## config.mk

```make
export PLATFORM = sky130hd
export DESIGN_NAME = mcc_top
export DESIGN_NICKNAME = d
export VERILOG_FILES = /design/src/core/mcc_pkg.sv /design/src/core/mcc_top.sv
export SDC_FILE = /design/constraint.sdc
export NUM_CORES = 1
export LEC_CHECK = 0
export BUFFER_PORTS_ARGS = -buffer_cell sky130_fd_sc_hd__buf_2
export CAP_MARGIN = 5
export CORE_MARGIN = 4
export CORE_UTILIZATION = 45
export CTS_BUF_LIST = sky130_fd_sc_hd__clkbuf_4 sky130_fd_sc_hd__clkbuf_8
export DETAILED_ROUTE_END_ITERATION = 8
export PLACE_DENSITY = 0.69
export SKIP_LAST_GASP = 1
export SYNTH_ARGS = -nofsm -noshare
export SYNTH_HDL_FRONTEND = slang
export SYNTH_SLANG_ARGS = --single-unit
```

## constraint.sdc

```tcl
create_clock -name pclk -period 4.6 [get_ports pclk]
set_input_delay 0 -clock pclk [delete_from_list [all_inputs] [get_ports pclk]]
set_output_delay 0 -clock pclk [all_outputs]
set_load 0.01 [all_outputs]
```

## src/core/mcc_pkg.sv

```systemverilog
// Constants, register map and carrier types of the metering channel control block.
// Assumes a 32-bit APB with each register on one aligned word.
package mcc_pkg;

    localparam int MCC_SAMPLE_W = 24;
    localparam int MCC_GAIN_HEAD = 6;
    localparam int MCC_OUT_W = MCC_SAMPLE_W + MCC_GAIN_HEAD;
    localparam int MCC_FIFO_DEPTH = 4;
    localparam int MCC_ADDR_W = 16;
    localparam logic [2:0] MCC_EXP_MAX = 3'h5;
    localparam int MCC_QUARTER_SHIFT = 2;

    // Register indices; the byte address is four times the index.
    localparam logic [13:0] MCC_IDX_ENABLE = 14'h2878;
    localparam logic [13:0] MCC_IDX_GAIN = 14'h2879;
    localparam logic [13:0] MCC_IDX_CTRL3 = 14'h287a;
    localparam logic [13:0] MCC_IDX_STATUS = 14'h28f0;

    localparam logic [7:0] MCC_ENABLE_RESET = 8'h00;
    localparam logic [7:0] MCC_GAIN_RESET = 8'h00;
    localparam logic MCC_QUARTER_RESET = 1'b0;

    // Field positions of metering_channel_enable.
    localparam int MCC_BIT_WRITE_BLOCK = 7;
    localparam int MCC_BIT_PHASE_COMP = 6;
    localparam int MCC_BIT_SWAP = 5;
    localparam int MCC_BIT_CALC_EN = 4;
    localparam int MCC_BIT_M_EN = 3;
    localparam int MCC_BIT_I2_EN = 2;
    localparam int MCC_BIT_I1_EN = 1;
    localparam int MCC_BIT_U_EN = 0;

    // Field positions of metering_gain_u_i1.
    localparam int MCC_BIT_I1_SIGN = 7;
    localparam int MCC_LSB_I1_EXP = 4;
    localparam int MCC_BIT_U_SIGN = 3;
    localparam int MCC_LSB_U_EXP = 0;

    // Field position of the quarter-gain bit in metering_control_third.
    localparam int MCC_BIT_QUARTER = 5;

    // Field positions of the status register.
    localparam int MCC_BIT_ST_STAGE = 0;
    localparam int MCC_BIT_ST_EMPTY = 1;
    localparam int MCC_BIT_ST_FULL = 2;
    localparam int MCC_BIT_ST_BLOCKED = 3;

    typedef struct packed {
        logic [MCC_SAMPLE_W-1:0] u;
        logic [MCC_SAMPLE_W-1:0] ia;
        logic [MCC_SAMPLE_W-1:0] ib;
        logic [MCC_SAMPLE_W-1:0] m;
    } mcc_raw_t;

    typedef struct packed {
        logic [MCC_OUT_W-1:0] u;
        logic [MCC_OUT_W-1:0] i1;
        logic [MCC_OUT_W-1:0] i2;
        logic [MCC_SAMPLE_W-1:0] m;
    } mcc_frame_t;

    typedef struct packed {
        logic [7:0] enable;
        logic [7:0] gain;
        logic quarter;
        logic [31:0] rdata;
        logic stg_valid;
        mcc_frame_t stg;
    } mcc_top_state_t;

endpackage

```

## src/core/mcc_top.sv

```systemverilog
// Metering channel control: APB registers, channel gating, swap and gain, plus output FIFO.
// Assumes all reset sources of the chip are merged into presetn and samples arrive on pclk.
//
// Summary of operation
// - Every system reset clears all control bits.
// - Test bit blocks calculation writes to data.
// - Phase compensation enable bit drives correction.
// - Swap bit exchanges IA and IB channels.
// - Enable bit switches power, RMS, M processing.
// - M enable low feeds zero to M.
// - I2 enable low feeds zero samples.
// - I1 enable low feeds zero samples.
// - U enable low feeds zero samples.
// - I1 sign bit selects inverting gain.
// - I1 gain is two to exponent 0..5.
// - U sign bit selects inverting gain.
// - U gain is two to exponent 0..5.
// - Quarter bit reduces U gain by four.
`timescale 1ns/1ps

////////////////////////////////////////////////////////////////////////////////

module mcc_fifo #(
    parameter int WIDTH = 8,
    parameter int DEPTH = 4
) (
    // Clock and reset.
    input wire logic pclk,
    input wire logic presetn,
    // Filling side.
    input wire logic in_valid,
    output logic in_ready,
    input wire logic [WIDTH-1:0] in_data,
    // Draining side.
    output logic out_valid,
    input wire logic out_ready,
    output logic [WIDTH-1:0] out_data,
    // Fill state.
    output logic full,
    output logic empty
);
    localparam int PW = $clog2(DEPTH);

    generate
        if (DEPTH < 2 || (1 << PW) != DEPTH || WIDTH < 1) begin : g_bad
            $error("mcc_fifo: DEPTH must be a power of two of at least 2");
        end
    endgenerate

    typedef struct packed {
        logic [PW-1:0] wptr;
        logic [PW-1:0] rptr;
        logic [PW:0] count;
    } mcc_fifo_state_t;

    mcc_fifo_state_t st;
    mcc_fifo_state_t next_st;
    logic [WIDTH-1:0] mem [DEPTH];
    logic push;
    logic pop;

    assign full = (st.count == (PW+1)'(DEPTH));
    assign empty = (st.count == '0);
    assign in_ready = !full;
    assign out_valid = !empty;
    assign out_data = mem[st.rptr];
    assign push = in_valid && in_ready;
    assign pop = out_valid && out_ready;

    always_comb begin
        next_st = st;
        if (push) begin
            next_st.wptr = st.wptr + 1'b1;
        end
        if (pop) begin
            next_st.rptr = st.rptr + 1'b1;
        end
        if (push && !pop) begin
            next_st.count = st.count + 1'b1;
        end else if (pop && !push) begin
            next_st.count = st.count - 1'b1;
        end
    end

    always_ff @(posedge pclk or negedge presetn) begin
        if (!presetn) begin
            st <= '0;
        end else begin
            st <= next_st;
        end
    end

    // Storage has no reset; empty guards every read of a stale word.
    always_ff @(posedge pclk) begin
        if (push) begin
            mem[st.wptr] <= in_data;
        end
    end
endmodule

////////////////////////////////////////////////////////////////////////////////

// Behaviour seen from software.
// Both control registers and the quarter bit clear on every reset of the chip.
// All reset sources are merged upstream, so one asynchronous clear serves them all.
// The enable and gain registers each hold eight bits in the low byte of their word.
// The upper bits of a written word are ignored.
// The upper bits of a read word always return zero.
// The third control register keeps only the quarter-gain bit in this block.
// Its other bits belong to neighbouring logic and read back as zero here.
// A status word reports the stage, the FIFO fill state and the test block bit.
// The status word is read only; writes to it are accepted and ignored.
// Addresses that map to no register answer with an error in the access phase.
// Misaligned addresses answer with an error as well.
// A refused write changes nothing; a refused read returns zero, but a misaligned one returns the register of its word.
//
// Bus timing.
// The slave never inserts wait states, so every access phase ends at once.
// Read data are captured at the setup edge and stand in the access phase.
// Read data stay unchanged until the next read setup.
// A write takes effect at the edge that closes its access phase.
// Back-to-back transfers are allowed without an idle cycle.
//
// Sample path.
// One set of four samples is taken at each edge with valid and ready high.
// The controls in force are those held in the registers just before that edge.
// A write that lands at the same edge affects only the following samples.
// The swap selects which converter feeds the first current channel.
// Input gating happens after the swap, so an enable follows the channel.
// The second current channel is only sign-extended here.
// Its own gain lives in a neighbouring register outside this block.
// The M channel also stays at zero while calculation is switched off.
//
// Gain.
// The exponent shifts left; exponents above the valid range clamp to the top.
// Clamping keeps the result inside the headroom bits for every input.
// The quarter option shifts right by two after the left shift.
// With small exponents the quarter option truncates towards minus infinity.
// That loses at most two low bits, below the noise of the converters.
// Negation comes last, so a sign bit never changes the magnitude.
// The most negative sample at the largest exponent still negates exactly.
//
// Latency and flow.
// A frame appears two edges after its sample is taken if the FIFO is free.
// One stage register sits ahead of the FIFO to break the gain path.
// The stage refuses a sample only when it is full and the FIFO is full.
// So the block holds the FIFO depth plus one frame before it pushes back.
// Frames leave in the order their samples came in.
// A frame stands unchanged until the consumer takes it.
//
// Calculation controls.
// The enables for compensation and calculation are plain register bits.
// Writes into the metering data need calculation on and the test block off.
// The test block is meant for production test and is off after reset.
// The gating of those writes is combinational, so it acts in the same cycle.
//
// Limitations.
// Samples are assumed to be produced on the bus clock already.
// No synchroniser stands in the sample path for that reason.
// A converter on another clock needs a clock-crossing FIFO in front.
// Parity and protection of the bus are not supported.

module mcc_top
    import mcc_pkg::*;
#(
    parameter int SAMPLE_W = MCC_SAMPLE_W,
    parameter int FIFO_DEPTH = MCC_FIFO_DEPTH
) (
    // APB slave.
    input wire logic pclk,
    input wire logic presetn,
    input wire logic psel,
    input wire logic penable,
    input wire logic pwrite,
    input wire logic [MCC_ADDR_W-1:0] paddr,
    input wire logic [31:0] pwdata,
    output logic [31:0] prdata,
    output logic pready,
    output logic pslverr,
    // Raw samples from the converters.
    input wire logic raw_valid,
    output logic raw_ready,
    input wire mcc_raw_t raw,
    // Processed samples towards the metering datapath.
    output logic frame_valid,
    input wire logic frame_ready,
    output mcc_frame_t frame,
    // Controls of the calculation and compensation circuits.
    output logic phase_comp_enable,
    output logic power_rms_calc_enable,
    output logic calc_data_write_block,
    input wire logic calc_wr_req,
    output logic meter_data_wr
);
    generate
        if (SAMPLE_W != MCC_SAMPLE_W) begin : g_bad
            $error("mcc_top: SAMPLE_W must match the package sample width");
        end
        if (FIFO_DEPTH < 2) begin : g_bad_depth
            $error("mcc_top: FIFO_DEPTH must be at least 2");
        end
    endgenerate

    function automatic logic [13:0] mcc_index(input logic [MCC_ADDR_W-1:0] a);
        return a[15:2];
    endfunction

    function automatic logic mcc_mapped(input logic [MCC_ADDR_W-1:0] a);
        logic [13:0] i;
        i = mcc_index(a);
        return (a[1:0] == 2'h0) && (i == MCC_IDX_ENABLE || i == MCC_IDX_GAIN ||
            i == MCC_IDX_CTRL3 || i == MCC_IDX_STATUS);
    endfunction

    // Shift first, then quarter, then negate; exact except that quarter drops low bits at exponents 0 and 1.
    function automatic logic [MCC_OUT_W-1:0] mcc_gain(
        input logic [MCC_SAMPLE_W-1:0] s,
        input logic [2:0] e,
        input logic neg,
        input logic quarter
    );
        logic signed [MCC_OUT_W-1:0] x;
        logic [2:0] ec;
        ec = (e > MCC_EXP_MAX) ? MCC_EXP_MAX : e;
        x = {{MCC_GAIN_HEAD{s[MCC_SAMPLE_W-1]}}, s};
        x = x <<< ec;
        if (quarter) begin
            x = x >>> MCC_QUARTER_SHIFT;
        end
        if (neg) begin
            x = -x;
        end
        return x;
    endfunction

    mcc_top_state_t st;
    mcc_top_state_t next_st;
    logic fifo_in_ready;
    logic fifo_full;
    logic fifo_empty;
    logic [MCC_SAMPLE_W-1:0] u_raw;
    logic [MCC_SAMPLE_W-1:0] i1_raw;
    logic [MCC_SAMPLE_W-1:0] i2_raw;
    logic [MCC_SAMPLE_W-1:0] m_raw;
    logic wr_en;
    logic rd_setup;
    logic [13:0] idx;

    // Bus decode is shared by the write path, the read path and the error flag.
    // The read is decoded in setup so that the data come from a flip-flop.

    ////////////////////////////////////////////////////////////////////////////

    assign pready = 1'b1;
    assign pslverr = psel && penable && !mcc_mapped(paddr);
    assign prdata = st.rdata;
    assign idx = mcc_index(paddr);
    assign wr_en = psel && penable && pwrite && mcc_mapped(paddr);
    assign rd_setup = psel && !penable && !pwrite;

    assign phase_comp_enable = st.enable[MCC_BIT_PHASE_COMP];
    assign power_rms_calc_enable = st.enable[MCC_BIT_CALC_EN];
    assign calc_data_write_block = st.enable[MCC_BIT_WRITE_BLOCK];
    // Writes need the calculation running and the test block released.
    assign meter_data_wr = calc_wr_req && power_rms_calc_enable && !calc_data_write_block;

    // Channel swap and input gating.
    assign i1_raw = st.enable[MCC_BIT_SWAP] ? raw.ib : raw.ia;
    assign i2_raw = st.enable[MCC_BIT_SWAP] ? raw.ia : raw.ib;
    assign u_raw = st.enable[MCC_BIT_U_EN] ? raw.u : '0;
    assign m_raw = st.enable[MCC_BIT_M_EN] ? raw.m : '0;

    // One stage ahead of the FIFO; it takes a sample when it is empty or when it can pass its own on.
    assign raw_ready = !st.stg_valid || fifo_in_ready;

    ////////////////////////////////////////////////////////////////////////////

    // The stage empties into the FIFO and refills from the converters in one cycle.
    // Register writes come last so that a write never alters a sample in flight.
    always_comb begin
        next_st = st;
        if (st.stg_valid && fifo_in_ready) begin
            next_st.stg_valid = 1'b0;
        end
        if (raw_valid && raw_ready) begin
            next_st.stg_valid = 1'b1;
            next_st.stg.u = mcc_gain(u_raw, st.gain[MCC_LSB_U_EXP +: 3],
                st.gain[MCC_BIT_U_SIGN], st.quarter);
            next_st.stg.i1 = st.enable[MCC_BIT_I1_EN] ?
                mcc_gain(i1_raw, st.gain[MCC_LSB_I1_EXP +: 3],
                st.gain[MCC_BIT_I1_SIGN], 1'b0) : '0;
            next_st.stg.i2 = st.enable[MCC_BIT_I2_EN] ?
                {{MCC_GAIN_HEAD{i2_raw[MCC_SAMPLE_W-1]}}, i2_raw} : '0;
            // M samples only move while M processing runs.
            next_st.stg.m = st.enable[MCC_BIT_CALC_EN] ? m_raw : '0;
        end
        if (wr_en) begin
            case (idx)
                MCC_IDX_ENABLE: next_st.enable = pwdata[7:0];
                MCC_IDX_GAIN: next_st.gain = pwdata[7:0];
                MCC_IDX_CTRL3: next_st.quarter = pwdata[MCC_BIT_QUARTER];
                default: next_st.quarter = st.quarter;
            endcase
        end
        if (rd_setup) begin
            next_st.rdata = '0;
            case (idx)
                MCC_IDX_ENABLE: next_st.rdata[7:0] = st.enable;
                MCC_IDX_GAIN: next_st.rdata[7:0] = st.gain;
                MCC_IDX_CTRL3: next_st.rdata[MCC_BIT_QUARTER] = st.quarter;
                MCC_IDX_STATUS: begin
                    next_st.rdata[MCC_BIT_ST_STAGE] = st.stg_valid;
                    next_st.rdata[MCC_BIT_ST_EMPTY] = fifo_empty;
                    next_st.rdata[MCC_BIT_ST_FULL] = fifo_full;
                    next_st.rdata[MCC_BIT_ST_BLOCKED] = calc_data_write_block;
                end
                default: next_st.rdata = '0;
            endcase
        end
    end

    always_ff @(posedge pclk or negedge presetn) begin
        if (!presetn) begin
            st <= '0;
            st.enable <= MCC_ENABLE_RESET;
            st.gain <= MCC_GAIN_RESET;
            st.quarter <= MCC_QUARTER_RESET;
        end else begin
            st <= next_st;
        end
    end

    ////////////////////////////////////////////////////////////////////////////

    // The FIFO decouples the consumer from the converter rate.
    // Its depth is a parameter; the default keeps four frames.
    mcc_fifo #(
        .WIDTH($bits(mcc_frame_t)),
        .DEPTH(FIFO_DEPTH)
    ) u_fifo (
        .pclk(pclk),
        .presetn(presetn),
        .in_valid(st.stg_valid),
        .in_ready(fifo_in_ready),
        .in_data(st.stg),
        .out_valid(frame_valid),
        .out_ready(frame_ready),
        .out_data(frame),
        .full(fifo_full),
        .empty(fifo_empty)
    );
endmodule

```

==> results.sh <==
export IMPL_drv_cap=0
export IMPL_hold_viol=0
export IMPL_crit_chain="buf_4 > mux4_1 > mux2i_1 > o21ai_0 > nor2_1 > nand3_1 > o41ai_1 > xor2_1 > o21ai_1"
export IMPL_ys_flop_type="edfxtp_1"
export IMPL_grt_max_degree=80
export IMPL_met2_usage_pct=33.0
export IMPL_remaining_drc_errors=0
export IMPL_cts_tree="built"
export IMPL_irDropWorstVdd_uv=407
export IMPL_slew_viol_final=0
export IMPL_worstPathArrival_ns=4.26
export IMPL_worstSetupPathType="flop to flop"
export IMPL_finClkSkew_ns=0.0329
export IMPL_busiest_layer="met2"
export IMPL_grt_use_met3_pct=4.06
export IMPL_hold_path_class="primary input to flop"
export IMPL_grt_pass1_wl_um=99600
export IMPL_clock_sinks=573
export IMPL_cp_max_fo=27
export IMPL_setup_viol=0
export IMPL_synth_seq_area_share_pct=63.2
export IMPL_yosys_top_cells_area="edfxtp_1, dfrtp_1, mux4_2, nand2_1, mux2i_1"
export IMPL_syn_to_final_growth_pct=18.6
export IMPL_whs_path_depth=5
export IMPL_worstReg2RegEnd="st[78]$_DFFE_PN0P_"
export IMPL_r2r_slack_ns=0.85
export IMPL_first_global_vias=17058
export IMPL_dieArea_um2=62000
export IMPL_antenna_found_initial=10
export IMPL_required_ns=5.11
export IMPL_cellPowerDensity_nw_per_um2=506
export IMPL_cts_resized=0
export IMPL_cp_slowest_cell="dfrtp_2"
export IMPL_async_reset_ff_share_pct=24.6
export IMPL_timing_rr_start="st[161]$_DFFE_PN0P_"
export IMPL_reg2reg_depth=9
export IMPL_ctsRootBufferMaster="clkbuf_8"
export IMPL_whs_endpoint="st[110]$_DFFE_PN0P_"
export IMPL_grt_util_met1_pct=28.4
export IMPL_netlist_area_leader_share_pct=49.7
export IMPL_fin_nets=2287
export IMPL_clockBufferDepth=3
export IMPL_vias=16582
export IMPL_hold_start="raw[94]"
export IMPL_overflow=0
export IMPL_hold_ws_ns=0.0879
export IMPL_syn_area_um2=26100
export IMPL_yosysMostFrequentCell="edfxtp_1"
export IMPL_power_total_mw=15.7
export IMPL_synthCells=1755
export IMPL_avgRoutedWirePerCell_um=21.5
export IMPL_max_stage_delay_ns=0.79
export IMPL_die_w_um=249
export IMPL_cts_buffers=90
export IMPL_start_kind="flop"
export IMPL_clk_pin_slew_ns=0.07
export IMPL_postSynthAreaPerCell_um2=14.9
export IMPL_finalCriticalPeriod_ns=3.75
export IMPL_critical_path_top_delay_family="compound AO/OA/AOI/OAI gates"
export IMPL_netlist_top_cells_count="edfxtp_1, nand2_1, dfrtp_1, mux4_2, o21ai_0"
export IMPL_slew_headroom_pct=21.7
export IMPL_port_buffers=256
export IMPL_ys_types=81
export IMPL_grt_use_total_pct=20.4
export IMPL_via_per_inst=5.58
export IMPL_io_pins=306
export IMPL_worst_skew_pair_late_latency_ns=0.67
export IMPL_die_y_um=249
export IMPL_worstMarginPinSlew_ns=1.17
export IMPL_rows=88
export IMPL_wl_um=63900
export IMPL_synth_warnings=0
export IMPL_rsz0062_at_grt="false"
export IMPL_status="completed"
export IMPL_gp_congestion=0.855
export IMPL_core_um2=57600
export IMPL_cts_htree_levels=3
export IMPL_critPathBufInv=1
export IMPL_synth_edf_count=432
export IMPL_end_kind="flop"
export IMPL_ant_nets=0
export IMPL_dp_hpwl_um=40500
export IMPL_drtPass1Iterations=6
export IMPL_ys_ff_latch=573
export IMPL_drtIter0Drc=1153
export IMPL_initial_core_util_pct=45.4
export IMPL_layout_worst_path_cycle_share_pct=81.6
export IMPL_synth_top_cell_by_area="edfxtp_1"
export IMPL_leakagePower_nw=11.8
export IMPL_fmax_ghz=0.267
export IMPL_drive_gt1_share_pct=30.4
export IMPL_setup_tns_ns=0
## worst reg2reg max path: stages, from the launching register on
cell and delay, ns:
dfrtp_2 0.79, buf_4 0.38, mux4_1 0.42, mux2i_1 0.20, o21ai_0 0.26, nor2_1 0.24
nand3_1 0.46, o41ai_1 0.58, xor2_1 0.19, o21ai_1 0.08
## worst max path at each step
stage	cells past startpoint	endpoint	slack [ns]	startpoint
final	9	st[78]$_DFFE_PN0P_	0.85	st[161]$_DFFE_PN0P_
after floorplan	4	u_fifo.mem[0][0]$_DFFE_PP_	0.73	u_fifo.st[2]$_DFFE_PN0P_
after CTS	9	st[106]$_DFFE_PN0P_	0.91	st[149]$_DFFE_PN0P_
after global placement	9	st[106]$_DFFE_PN0P_	1.01	st[149]$_DFFE_PN0P_
after global routing	9	st[106]$_DFFE_PN0P_	0.60	st[149]$_DFFE_PN0P_
after detailed placement	9	st[106]$_DFFE_PN0P_	0.92	st[149]$_DFFE_PN0P_
## final cells by class
| type | instances | area, um2 |
|---|---|---|
| Sequential cell | 573 | 16500 |
| Fill cell | 4730 | 26600 |
| Inverter | 13 | 48.8 |
| Clock buffer | 133 | 1660 |
| Multi-Input combinational cell | 1042 | 8830 |
| Timing Repair Buffer | 407 | 2790 |
| Clock inverter | 31 | 168 |
| Tap cell | 765 | 957 |
| Antenna cell | 7 | 17.5 |
## layout by cell type, fill, tap and decap left out, drive strengths merged, types with 57 or more instances in the layout
| master | count |
|---|---|
| nor2 | 65 |
| buf | 298 |
| nand3 | 70 |
| clkbuf | 133 |
| mux4 | 141 |
| dfrtp | 141 |
| mux2i | 57 |
| edfxtp | 432 |
| nand2 | 225 |
| dlygate4sd3 | 109 |
| o21ai | 105 |
## registers in the layout (all words and copies together), names as in the netlist
register / count
phase_comp_enable: 1
u_fifo.mem: 432
calc_data_write_block: 1
power_rms_calc_enable: 1
prdata: 8
st: 123
u_fifo.st: 7
## per-stage QoR
stage / instance area, um2 / std cells / util, % / setup slack (ns)
after CTS: 31000 / 2964 / 53.8 / 0.909
after global routing: 31000 / 2968 / 53.8 / 0.595
after floorplan: 26200 / 1778 / - / 0.728
after detailed placement: 28000 / 2690 / 48.7 / 0.916
after global placement: 28000 / 2690 / 48.7 / 1.01
final: 31000 / 2971 / 53.8 / 0.848
## cell families after synthesis
kind of cell,count (synthesis),synth area share [%]
muxes,245,16.5
buffers and inverters,163,3.41
AOI/OAI and AO/OA,262,6.75
other,2,0.0288
adders and majority gates,8,0.412
DFF,573,63.2
and+or+nand+nor,442,7.73
xor gates and xnor gates,60,2.01
## where the power goes
part	total (mW)	internal, mW	switching [mW]
Sequential	7.11	6.68	0.429
Combinational	4.29	1.88	2.41
Clock	4.26	2.31	1.94
Total	15.7	10.9	4.78
## per-layer routing
metal	share of wire (%)	vias up
met5	0.055	-
met4	2.0	6
met3	6.0	93
met2	48	529
met1	44	8464
li1	-	7490
## timing repair
item                                   CTS  global route
buffers inserted                         0             0
endpoints found under the hold margin  227             0
hold buffers                           110             0
(Power assumes the default switching activity.)
